[config.mk]
export PLATFORM = sky130hd
export DESIGN_NAME = tu_front_panel
export DESIGN_NICKNAME = d
export VERILOG_FILES = /design/src/design/tu_pkg.sv /design/src/design/tu_front_panel.sv
export SDC_FILE = /design/constraint.sdc
export NUM_CORES = 1
export LEC_CHECK = 0
export BUFFER_PORTS_ARGS = -buffer_cell sky130_fd_sc_hd__buf_4
export CORE_MARGIN = 3
export CORE_UTILIZATION = 30
export DETAILED_ROUTE_END_ITERATION = 10
export GPL_ROUTABILITY_DRIVEN = 1
export GPL_TIMING_DRIVEN = 0
export PLACE_DENSITY = 0.54
export SYNTH_ARGS = -nofsm -noshare
export SYNTH_HDL_FRONTEND = slang
export SYNTH_SLANG_ARGS = --single-unit
[constraint.sdc]
create_clock -name ref_clk -period 6.9 [get_ports ref_clk]
set_clock_uncertainty 0.05 [all_clocks]
set_input_delay 0.69 -clock ref_clk [delete_from_list [all_inputs] [get_ports ref_clk]]
set_output_delay 0.69 -clock ref_clk [all_outputs]
set_load 0.02 [all_outputs]
[src/design/tu_pkg.sv]
// shared constants and types of the trip unit front panel logic
`default_nettype none
package tu_pkg;

  // ************************************************************
  // channels
  // ************************************************************
  localparam int TU_NCH = 4;
  localparam int TU_CH_OVL = 0;
  localparam int TU_CH_SEL = 1;
  localparam int TU_CH_INST = 2;
  localparam int TU_CH_EARTH = 3;

  // ************************************************************
  // timing
  // ************************************************************
  localparam int TU_CLK_NS = 20;
  localparam int TU_MS_NS = 1000000;
  localparam int TU_TICK_CYCLES = TU_MS_NS / TU_CLK_NS;
  localparam int TU_DEBOUNCE_MS = 20;
  localparam int TU_TEST_RESET_MS = 1000;
  localparam int TU_RECALL_MS = 4000;
  localparam int TU_BLINK_MS = 500;

  // ************************************************************
  // protection scaling
  // ************************************************************
  // threshold = rated * code * step / 8, code 0 switches the protection off
  localparam logic [4:0] TU_THR_STEP [TU_NCH] = '{5'h01, 5'h08, 5'h10, 5'h01};
  // delay = code * unit in ms; the instant channel uses a fixed code
  localparam logic [11:0] TU_DLY_UNIT_MS [TU_NCH] = '{12'hBB8, 12'h032, 12'h00A, 12'h064};
  localparam logic [2:0] TU_INST_DLY_CODE = 3'h1;
  localparam logic [3:0] TU_PRE_NUM = 4'h9;
  localparam logic [3:0] TU_PRE_DEN = 4'hA;

  // ************************************************************
  // register map
  // ************************************************************
  localparam logic [3:0] TU_ADDR_CTRL = 4'h0;
  localparam logic [3:0] TU_ADDR_STATUS = 4'h4;
  localparam logic [3:0] TU_ADDR_SETTINGS = 4'h8;
  localparam int TU_CTRL_BLINK_BIT = 0;
  localparam int TU_CTRL_EN_LSB = 1;
  localparam logic [4:0] TU_CTRL_RESET = 5'h1E;
  localparam int TU_ST_ALARM_LSB = 0;
  localparam int TU_ST_PRE_BIT = 4;
  localparam int TU_ST_TRIPPED_LSB = 5;
  localparam int TU_ST_LOSS_BIT = 9;
  localparam int TU_ST_CFG_BIT = 10;
  localparam int TU_ST_PEND_BIT = 11;
  localparam int TU_ST_TRIP_BIT = 12;

  // ************************************************************
  // carriers
  // ************************************************************
  typedef struct packed {
    logic [2:0] ovl_thr;
    logic [2:0] ovl_dly;
    logic [2:0] sel_thr;
    logic [2:0] sel_dly;
    logic sel_inverse;
    logic [2:0] inst_thr;
    logic [2:0] earth_thr;
    logic [2:0] earth_dly;
    logic earth_inverse;
    logic [1:0] neutral;
    logic freq_60;
  } tu_dip_type;

  // every code 4, both inverse curves off, neutral off, 50 hz
  localparam tu_dip_type TU_DIP_RESET = 26'h2491240;

  typedef struct packed {
    logic [15:0] phase;
    logic [15:0] neutral;
    logic [15:0] earth;
  } tu_meas_type;

  typedef struct packed {
    logic power;
    logic ovl_pre;
    logic ovl_alarm;
    logic sel_alarm;
    logic inst_trip;
    logic earth_alarm;
  } tu_led_type;

endpackage
`default_nettype wire

[src/design/tu_front_panel.sv]
// trip unit front panel: protection states, trip command, leds, test pushbutton
//
// Notes on behaviour
// - power led lit (steady or blinking) while energized, dark while de-energized except during a button recall after energy loss
// - power led lit by default; steady or blinking chosen by register
// - energized unit shows live alarms and latched trips on their leds; the instant led shows trips only
// - de-energized unit shows only the last off or trip event, on button query
// - overload has pre-alarm and alarm leds; others alarm leds; instant trip only
// - selective and earth delay and curve come from their own switch groups
// - setting changes during any alarm wait until all alarms clear
// - thresholds are multiples of the rated current from the rating plug
// - neutral setting enables and scales neutral protection; frequency setting selected
// - holding button about one second while energized clears trip indication at release
// - off after energy loss: button press lights power led about four seconds
// - off after a trip: button press lights that trip led about four seconds
// - measurement above threshold puts the protection into pre-alarm or alarm
// - alarm lasting the configured delay raises the trip coil command
// - measurement falling below threshold before the delay drops alarm, no trip
// - only enabled protections trip; all start from a default configuration
// - selective threshold at or below overload threshold raises a configuration alarm
`default_nettype none
module tu_front_panel
  import tu_pkg::*;
#(
  parameter int TICK_CYCLES = TU_TICK_CYCLES
) (
  input wire logic ref_clk,
  input wire logic resetn,
  input wire logic powered,
  input wire logic [15:0] rated_current,
  input wire tu_meas_type meas,
  input wire tu_dip_type dip,
  input wire logic test_pushbutton,
  input wire logic [3:0] addr,
  input wire logic [31:0] wr_data,
  input wire logic wr_en,
  input wire logic rd_en,
  output logic [31:0] rd_data,
  output tu_led_type led,
  output logic trip_coil,
  output logic cfg_alarm,
  output logic [1:0] neutral_scale,
  output logic line_freq_60
);

  // ************************************************************
  // millisecond tick
  // ************************************************************
  logic [15:0] tick_cnt_ff;
  logic [15:0] nxt_tick_cnt;
  logic tick;

  assign tick = (tick_cnt_ff == 16'(TICK_CYCLES - 1));
  assign nxt_tick_cnt = tick ? 16'h0000 : tick_cnt_ff + 16'h0001;

  always_ff @(posedge ref_clk) begin
    if (!resetn) begin
      tick_cnt_ff <= 16'h0000;
    end else begin
      tick_cnt_ff <= nxt_tick_cnt;
    end
  end

  // ************************************************************
  // registers
  // ************************************************************
  logic [4:0] ctrl_ff;
  logic [31:0] rd_data_ff;
  logic [31:0] nxt_rd_data;
  logic [31:0] status_word;
  logic [3:0] en_mask;
  logic blink_mode;
  logic wr_ctrl;

  assign wr_ctrl = wr_en && (addr == TU_ADDR_CTRL);
  assign en_mask = ctrl_ff[TU_CTRL_EN_LSB +: TU_NCH];
  assign blink_mode = ctrl_ff[TU_CTRL_BLINK_BIT];

  always_ff @(posedge ref_clk) begin
    if (!resetn) begin
      ctrl_ff <= TU_CTRL_RESET;
    end else if (wr_ctrl) begin
      ctrl_ff <= wr_data[4:0];
    end
  end

  // ************************************************************
  // settings shadow
  // ************************************************************
  tu_dip_type active_ff;
  logic any_alarm;
  logic pending;

  assign pending = (dip != active_ff);

  // pending switches only move over when no protection is alarmed
  always_ff @(posedge ref_clk) begin
    if (!resetn) begin
      active_ff <= TU_DIP_RESET;
    end else if (!any_alarm) begin
      active_ff <= dip;
    end
  end

  assign neutral_scale = active_ff.neutral;
  assign line_freq_60 = active_ff.freq_60;

  // ************************************************************
  // per channel protection
  // ************************************************************
  logic [15:0] ch_meas [TU_NCH];
  logic [2:0] ch_thr [TU_NCH];
  logic [2:0] ch_dly [TU_NCH];
  logic [TU_NCH-1:0] ch_inverse;
  logic [31:0] thr_x8 [TU_NCH];
  logic [31:0] meas_x8 [TU_NCH];
  logic [15:0] dly_ms [TU_NCH];
  logic [15:0] cnt_ff [TU_NCH];
  logic [15:0] nxt_cnt [TU_NCH];
  logic [TU_NCH-1:0] enabled;
  logic [TU_NCH-1:0] exceed;
  logic [TU_NCH-1:0] alarm;
  logic [TU_NCH-1:0] fast;
  logic [TU_NCH-1:0] expired;
  logic [TU_NCH-1:0] fire;
  logic neutral_exceed;
  logic pre_alarm;

  assign ch_meas[TU_CH_OVL] = meas.phase;
  assign ch_meas[TU_CH_SEL] = meas.phase;
  assign ch_meas[TU_CH_INST] = meas.phase;
  assign ch_meas[TU_CH_EARTH] = meas.earth;
  assign ch_thr[TU_CH_OVL] = active_ff.ovl_thr;
  assign ch_thr[TU_CH_SEL] = active_ff.sel_thr;
  assign ch_thr[TU_CH_INST] = active_ff.inst_thr;
  assign ch_thr[TU_CH_EARTH] = active_ff.earth_thr;
  assign ch_dly[TU_CH_OVL] = active_ff.ovl_dly;
  assign ch_dly[TU_CH_SEL] = active_ff.sel_dly;
  assign ch_dly[TU_CH_INST] = TU_INST_DLY_CODE;
  assign ch_dly[TU_CH_EARTH] = active_ff.earth_dly;
  assign ch_inverse = {active_ff.earth_inverse, 1'b0, active_ff.sel_inverse, 1'b0};

  // neutral pole checked against the overload level scaled by half steps
  assign neutral_exceed = (active_ff.neutral != 2'h0) &&
    ({13'h0000, meas.neutral, 3'h0} > 32'(thr_x8[TU_CH_OVL] * 32'(active_ff.neutral)) >> 1);

  assign pre_alarm = powered && enabled[TU_CH_OVL] &&
    (32'(meas_x8[TU_CH_OVL] * 32'(TU_PRE_DEN)) > 32'(thr_x8[TU_CH_OVL] * 32'(TU_PRE_NUM)));

  assign any_alarm = |alarm;

  genvar i;
  generate
    for (i = 0; i < TU_NCH; i++) begin : g_ch
      assign thr_x8[i] = 32'(rated_current) * 32'(ch_thr[i]) * 32'(TU_THR_STEP[i]);
      assign meas_x8[i] = {13'h0000, ch_meas[i], 3'h0};
      assign dly_ms[i] = 16'(ch_dly[i] * TU_DLY_UNIT_MS[i]);
      // a zero threshold code or a cleared mask bit keeps the channel silent
      assign enabled[i] = (ch_thr[i] != 3'h0) && en_mask[i];
      if (i == TU_CH_OVL) begin : g_ovl
        assign exceed[i] = (meas_x8[i] > thr_x8[i]) || neutral_exceed;
      end else begin : g_oth
        assign exceed[i] = meas_x8[i] > thr_x8[i];
      end
      assign alarm[i] = powered && enabled[i] && exceed[i];
      assign fast[i] = ch_inverse[i] && (meas_x8[i] > (thr_x8[i] << 1));
      assign expired[i] = cnt_ff[i] >= dly_ms[i];
      assign fire[i] = alarm[i] && expired[i];
      // timing restarts as soon as the level drops back
      assign nxt_cnt[i] = !alarm[i] ? 16'h0000 :
        (tick && !expired[i]) ? cnt_ff[i] + (fast[i] ? 16'h0002 : 16'h0001) :
        cnt_ff[i];
      always_ff @(posedge ref_clk) begin
        if (!resetn) begin
          cnt_ff[i] <= 16'h0000;
        end else begin
          cnt_ff[i] <= nxt_cnt[i];
        end
      end
    end
  endgenerate

  // ************************************************************
  // trip command and configuration check
  // ************************************************************
  logic trip_ff;
  logic cfg_ff;
  logic nxt_cfg;

  assign nxt_cfg = enabled[TU_CH_SEL] && enabled[TU_CH_OVL] &&
    (thr_x8[TU_CH_SEL] <= thr_x8[TU_CH_OVL]);

  always_ff @(posedge ref_clk) begin
    if (!resetn) begin
      trip_ff <= 1'b0;
      cfg_ff <= 1'b0;
    end else begin
      trip_ff <= |fire;
      cfg_ff <= nxt_cfg;
    end
  end

  assign trip_coil = trip_ff;
  assign cfg_alarm = cfg_ff;

  // ************************************************************
  // test pushbutton
  // ************************************************************
  logic btn_ff;
  logic [4:0] deb_ms_ff;
  logic [4:0] nxt_deb_ms;
  logic [10:0] hold_ms_ff;
  logic [10:0] nxt_hold_ms;
  logic btn_rise;
  logic btn_fall;
  logic long_release;
  logic deb_done;

  assign deb_done = tick && (deb_ms_ff == 5'(TU_DEBOUNCE_MS - 1));
  // bounce restarts the stability window
  assign nxt_deb_ms = (test_pushbutton == btn_ff) ? 5'h00 :
    deb_done ? 5'h00 : tick ? deb_ms_ff + 5'h01 : deb_ms_ff;
  assign btn_rise = deb_done && test_pushbutton && !btn_ff;
  assign btn_fall = deb_done && !test_pushbutton && btn_ff;
  // counter saturates, so very long holds still count as long
  assign nxt_hold_ms = btn_rise ? 11'h000 :
    (btn_ff && tick && (hold_ms_ff != 11'(TU_TEST_RESET_MS))) ? hold_ms_ff + 11'h001 :
    hold_ms_ff;
  assign long_release = btn_fall && (hold_ms_ff == 11'(TU_TEST_RESET_MS));

  always_ff @(posedge ref_clk) begin
    if (!resetn) begin
      btn_ff <= 1'b0;
      deb_ms_ff <= 5'h00;
      hold_ms_ff <= 11'h000;
    end else begin
      btn_ff <= (btn_rise || btn_fall) ? test_pushbutton : btn_ff;
      deb_ms_ff <= nxt_deb_ms;
      hold_ms_ff <= nxt_hold_ms;
    end
  end

  // ************************************************************
  // event memory
  // ************************************************************
  logic [TU_NCH-1:0] tripped_ff;
  logic [TU_NCH-1:0] nxt_tripped;
  logic loss_ff;
  logic powered_ff;
  logic power_fall;
  logic [11:0] recall_ms_ff;
  logic [11:0] nxt_recall_ms;
  logic recall;

  // a trip in the same cycle as the clearing release is kept
  assign nxt_tripped = fire | (long_release && powered ? {TU_NCH{1'b0}} : tripped_ff);
  assign power_fall = powered_ff && !powered;
  assign recall = (recall_ms_ff != 12'h000);
  assign nxt_recall_ms = (btn_rise && !powered) ? 12'(TU_RECALL_MS) :
    (powered ? 12'h000 : (recall && tick) ? recall_ms_ff - 12'h001 : recall_ms_ff);

  always_ff @(posedge ref_clk) begin
    if (!resetn) begin
      tripped_ff <= {TU_NCH{1'b0}};
      loss_ff <= 1'b0;
      powered_ff <= 1'b0;
      recall_ms_ff <= 12'h000;
    end else begin
      tripped_ff <= nxt_tripped;
      loss_ff <= power_fall ? ~|tripped_ff : loss_ff;
      powered_ff <= powered;
      recall_ms_ff <= nxt_recall_ms;
    end
  end

  // ************************************************************
  // leds
  // ************************************************************
  logic [8:0] blink_ms_ff;
  logic [8:0] nxt_blink_ms;
  logic blink_ph_ff;
  logic blink_wrap;
  tu_led_type led_ff;
  tu_led_type nxt_led;
  logic [TU_NCH-1:0] show;

  assign blink_wrap = tick && (blink_ms_ff == 9'(TU_BLINK_MS - 1));
  assign nxt_blink_ms = blink_wrap ? 9'h000 : tick ? blink_ms_ff + 9'h001 : blink_ms_ff;
  // energized: live alarms plus latched trips; off: only the recalled trip
  assign show = powered ? (alarm | tripped_ff) :
    (recall ? tripped_ff : {TU_NCH{1'b0}});

  assign nxt_led.power = powered ? (!blink_mode || blink_ph_ff) :
    (recall && loss_ff);
  assign nxt_led.ovl_pre = powered && pre_alarm && !alarm[TU_CH_OVL];
  assign nxt_led.ovl_alarm = show[TU_CH_OVL];
  assign nxt_led.sel_alarm = show[TU_CH_SEL];
  // the instant led shows trips only, never a running alarm
  assign nxt_led.inst_trip = powered ? tripped_ff[TU_CH_INST] : show[TU_CH_INST];
  assign nxt_led.earth_alarm = show[TU_CH_EARTH];

  always_ff @(posedge ref_clk) begin
    if (!resetn) begin
      blink_ms_ff <= 9'h000;
      blink_ph_ff <= 1'b1;
      led_ff <= '0;
    end else begin
      blink_ms_ff <= nxt_blink_ms;
      blink_ph_ff <= blink_wrap ? !blink_ph_ff : blink_ph_ff;
      led_ff <= nxt_led;
    end
  end

  assign led = led_ff;

  // ************************************************************
  // read path
  // ************************************************************
  assign status_word = {19'h00000, trip_ff, pending, cfg_ff, loss_ff, tripped_ff,
    pre_alarm, alarm};
  assign nxt_rd_data = !rd_en ? 32'h00000000 :
    (addr == TU_ADDR_CTRL) ? {27'h0000000, ctrl_ff} :
    (addr == TU_ADDR_STATUS) ? status_word :
    (addr == TU_ADDR_SETTINGS) ? {6'h00, active_ff} :
    32'h00000000;

  always_ff @(posedge ref_clk) begin
    if (!resetn) begin
      rd_data_ff <= 32'h00000000;
    end else begin
      rd_data_ff <= nxt_rd_data;
    end
  end

  assign rd_data = rd_data_ff;

endmodule
`default_nettype wire

* Yosys cells after proc, flatten, opt, wreduce, memory -nomap -nowiden *
Memories as Yosys holds them, arrays and structs flattened.
Cells that the tools add are included.

storage, ports and cells
  input bits = 132
  RAM bits = 64
  output and inout bits = 43
  memories kept = 1
  bits in registers = 132

cells by class
  reduce and logical (&&, ||, !) cells = 77
  multiply operators = 10
  $add $sub $neg = 9
  bitwise gates (word level) = 9
  $lt $le $gt $ge = 13
  mux-type cells = 27
  eq/ne operators = 9

memories
  memory  words  width  rd ports  clocked after Yosys merged registers in  wr ports  RTL line               source
  cnt_ff  4      16     4         0                                        4         tu_front_panel.sv:118  logic [15:0] cnt_ff [TU_NCH];

operator list
  kind                     count
  $mux W16                 12
  $mul A16 B3 Y19          4
  $add A16 B1 Y16 const B  3
  $gt A19 B23 Y1           2
  $logic_and A1 B1 Y1      43
  $gt A19 B20 Y1           2
  $gt A19 B19 Y1           2
  $mux W12                 3
  $add A16 B2 Y16          2
  $mux W13                 2
  $ne A26 B26 Y1           1
  $gt A23 B23 Y1           1
  $mul A19 B4 Y23 const B  1
  $gt A19 B22 Y1           1
  $le A22 B19 Y1           1
  $mul A19 B2 Y21          1
  $mul A16 B3 Y19 const B  1
  $eq A16 B16 Y1 const B   1
  $ge A16 B10 Y1           1
  $ge A16 B15 Y1           1
  $ge A16 B4 Y1 const B    1
  $ge A16 B9 Y1            1
  $mul A3 B5 Y8 const B    2
  $reduce_or A4 Y1         4
  other kinds (29)         61

* Depth between registers and ports, before layout *
  depth in word-level cells = 9
  mapped depth = 34
  mapped depth without buffers = 31

* Worst setup path before layout *
Ideal clock, no wire load.

  kind = input to register
  from = in rated_current[1]
  to = reg active_ff[16] (netlist bit)
  required time = 6778 ps
  slack = 384 ps
  stages on the path = 30
  arrival time = 6394 ps
  cells stage by stage = clkbuf_1 > nand2_1 > fa_1 > inv_1 > ha_1 > a211oi_1 > o21bai_1 > a31o_2 > a41oi_1 > o31ai_1 > o41ai_1 > xnor2_1 > inv_1 > nor2_1 > ha_1 > a21o_1 > a21o_1 > a21oi_1 > o21ai_0 > xor2_1 > ha_1 > and4b_1 > nand4_1 > nor3_1 > nor4_1 > a32o_1 > nor4_2 > buf_6 > buf_12 > mux2i_1

on the way
  cells in the longest elaborated chain, start to end = 7
  elaborated cells on any way between the ends = 17

RTL lines
  element               RTL line               source
  start, declared       tu_front_panel.sv:30   input wire logic [15:0] rated_current,
  $mul A16 B3 Y19       tu_front_panel.sv:155  assign thr_x8[i] = 32'(rated_current) * 32'(ch_thr[i]) * 32'(TU_THR_STEP[i]);
  $mul A19 B2 Y21       tu_front_panel.sv:145  ({13'h0000, meas.neutral, 3'h0} > 32'(thr_x8[TU_CH_OVL] * 32'(active_ff.neutral)) >> 1);
  $gt A19 B20 Y1        tu_front_panel.sv:145
  $logic_and A1 B1 Y1   tu_front_panel.sv:144  assign neutral_exceed = (active_ff.neutral != 2'h0) &&
  $logic_or A1 B1 Y1    tu_front_panel.sv:161  assign exceed[i] = (meas_x8[i] > thr_x8[i]) || neutral_exceed;
  $logic_and A1 B1 Y1   tu_front_panel.sv:165  assign alarm[i] = powered && enabled[i] && exceed[i];
  $reduce_or A4 Y1 (*)  tu_front_panel.sv:150  assign any_alarm = |alarm;
  end signal, assigned  tu_front_panel.sv:101  active_ff <= dip;
  end, declared         tu_front_panel.sv:90   tu_dip_type active_ff;

Every way passes the cells marked *; elsewhere a longest branch is shown, timed or not.
A chain may end at the register's enable or synchronous reset.

* Worst setup path after layout *
  from = reg active_ff[23] (netlist bit)
  to = reg active_ff[16] (netlist bit)

on the way
  cells in the longest elaborated chain, start to end = 7
  elaborated cells on any way between the ends = 11

RTL lines
  element                  RTL line
  $mul A16 B3 Y19          tu_front_panel.sv:155
  $mul A19 B2 Y21          tu_front_panel.sv:145
  $gt A19 B20 Y1           tu_front_panel.sv:145
  $logic_and A1 B1 Y1      tu_front_panel.sv:144
  $logic_or A1 B1 Y1       tu_front_panel.sv:161
  $logic_and A1 B1 Y1 (*)  tu_front_panel.sv:165
  $reduce_or A4 Y1 (*)     tu_front_panel.sv:150

Marked as above.

==> out/metrics.yaml <==
cts_buffer_depth: 2
die_w_microns: 267
io_pins: 175
design_area_sq_mm: 0.0238
wl_per_cell_microns: 17.0
crit_cells: 33
p_per_area_mw_per_mm2: 479
fin_nets: 3275
cts_buffers: 17
place_congestion: 0.875
place_hpwl_microns: 50300
ys_types: 84
synth_cells: 2530
synth_flop_cell: "dfxtp_1"
timing.fmax_mhz: 152
rsz0062_at_grt: "true"
dr_total_vias: 17800
io_buffer_count: 140
slew-limit-headroom_pct: 28.8
dpl_cell_area_sq_mm: 0.0225
drt_first_pass_iters: 5
synth_edf_count: 0
max_slew.worst_pin.slew_ns: 1.05
root_buffer: "clkbuf_16"
hp-class: "in2reg"
cp-end-kind: "register"
syn2layout_area_growth_pct: 16.9
wirelength_microns: 61100
drive_gt1_share_pct: 12.9
final.min_clock_period_ns: 6.57
path_clk_slew_ns: 0.08
synth_area_leaders: "ha_1, dfxtp_1, fa_1, nand2_1, xnor2_1"
start_util_pct: 30.6
yosysWarnings: 0
htreeDepth: 4
cts_sinks: 190
hold_viol_final: 0
vias_per_cell: 4.95
clkLatencyLatePin_ns: 0.46
worstPathArrival_ns: 6.91
yosysMostFrequentCell: "ha_1"
synth.avg_cell_area_sq_um: 8.06
r2r_cells: 33
yosys.area.top_type: "ha_1"
cp.required_ns: 7.23
fillers: 7142
grt_first_pass_wirelength_microns: 95600
dieHeight_microns: 267
synth-async-reset-ratio_pct: 0
post-route-period-util_pct: 95.3
whs_path_depth: 3
ys_seq_area_share_pct: 18.6
cp-start-kind: "register"
ir_drop_mv: 0.315
leakagePower_nw: 11.5
synth.top_cells.by_count: "ha_1, nand2_1, inv_1"
die_area_sq_mm: 0.0712
crit_family: "simple AND/OR/NAND/NOR gates"
gr-usage-all-layers_pct: 17.1
grt_pass1_vias: 17300
finalMaxSlewViolations: 0
crit_buf_inv: 6
dp.cells: 3539
setup_viol: 0
fin_cells: 3600
std_cell_rows: 94
crit_fanout: 10
drt_iter0_drc: 891
synth_area_sq_mm: 0.0204
path_class: "reg2reg"
cpPeakStageDelay_ns: 0.49
holdBufCountCts: 0
synth_top_area_share_pct: 21.8
antenna_left: 0
core_sq_mm: 0.0666
gr-total-overflow: 0
cap_violations: 0
cts_tree: "built"
antenna_found_initial: 11
slowest_stage: "fa_1"
synth-seq-cells: 190
status: "finished clean"
drc: 0
grt_max_degree: 21
[cell type report]
class | instances | area, sq um | share of cell area [%]
Clock inverter | 14 | 168 | 0.703
Timing Repair Buffer | 177 | 1350 | 5.64
Inverter | 234 | 878 | 3.68
Clock buffer | 18 | 439 | 1.84
Multi-Input combinational cell | 2028 | 15700 | 65.9
Antenna cell | 3 | 7.51 | 0.0315
Buffer | 72 | 403 | 1.69
Tap cell | 864 | 1080 | 4.53
Sequential cell | 190 | 3810 | 16.0
[layout by cell type, fill, tap and decap left out, types with 37 or more instances in the layout]
cell	netlist	layout
and2_1	55	54
o21ai_0	64	57
dfxtp_1	190	185
a21o_1	83	83
nor2_1	201	195
nand2_1	313	311
xnor2_1	107	96
buf_4	8	184
ha_1	355	348
fa_1	68	67
nand3_1	43	43
mux2i_1	38	37
a21oi_1	148	138
inv_1	233	223
and3_1	44	44
nand4_1	54	54
xor2_1	89	87
nor3_1	49	48
[routing by layer]
layer,vias up,GRT usage (%),wire (microns)
met3,84,3.88,3320
met4,18,4.21,1410
met5,-,0,102
met1,8295,23.0,29200
li1,9127,-,-
met2,303,27.8,27100
[flip-flops by register name (all words and copies together), names as in the netlist, 2 cells and up]
register and count:
active_ff 23, blink_ms_ff 9, cnt_ff 64, ctrl_ff 5, deb_ms_ff 5, hold_ms_ff 11
led 6, neutral_scale 2, rd_data 26, recall_ms_ff 12, tick_cnt_ff 16, tripped_ff 4
[metrics by stage]
step / TNS (ns) / power (mW) / hold slack, ns / setup WS, ns / utilization [%]
3_5_place_dp: -60.05 / 9.89 / 0.397 / -1.51 / 33.9
5_1_grt: -0.684 / 12.8 / 0.385 / -0.0533 / 35.8
6_report: 0 / 11.4 / 0.395 / 0.326 / 35.8
4_1_cts: 0 / 11.2 / 0.377 / 0.0177 / 35.2
2_1_floorplan: 0 / 7.79 / 0.380 / 0.384 / -
3_3_place_gp: -58.49 / 9.86 / 0.396 / -1.48 / 33.9
[worst min-delay path, cell delays in order]
cell and delay, ns:
buf_4 0.08, mux2i_1 0.05, nand2_1 0.05
[where the power goes]
| part | internal (mW) | total, mW | switching (mW) | leakage [nW] |
|---|---|---|---|---|
| logic | 3.96 | 9.08 | 5.12 | 9.68 |
| registers | 1.18 | 1.34 | 0.159 | 1.54 |
| clock network | 0.501 | 1.01 | 0.508 | 0.298 |
| total | 5.64 | 11.4 | 5.79 | 11.5 |
[cell families after synthesis]
| kind of cell | synth area share [%] |
|---|---|
| compound gates | 14.9 |
| buf+inv | 6.20 |
| flops | 18.6 |
| xor+xnor | 8.42 |
| fa+ha+maj | 28.5 |
| mux | 1.98 |
| simple gates | 21.4 |
| other cells | 0.0184 |
[worst paths after layout]
kind	startpoint	slack [ns]	to
worst min register to register	cnt_ff[3][13]	0.42	cnt_ff[3][13]
worst min-delay path	wr_data[4]	0.39	ctrl_ff[4]
worst max-delay path	active_ff[23]	0.33	active_ff[16]
worst max register to register	active_ff[23]	0.33	active_ff[16]
[what timing repair did]
action	CTS	global route
resized for setup	63	74
setup endpoints to repair	56	73
pin swaps	7	31
buffers inserted	13	24
gates cloned	0	0
(Power assumes the default switching activity.)
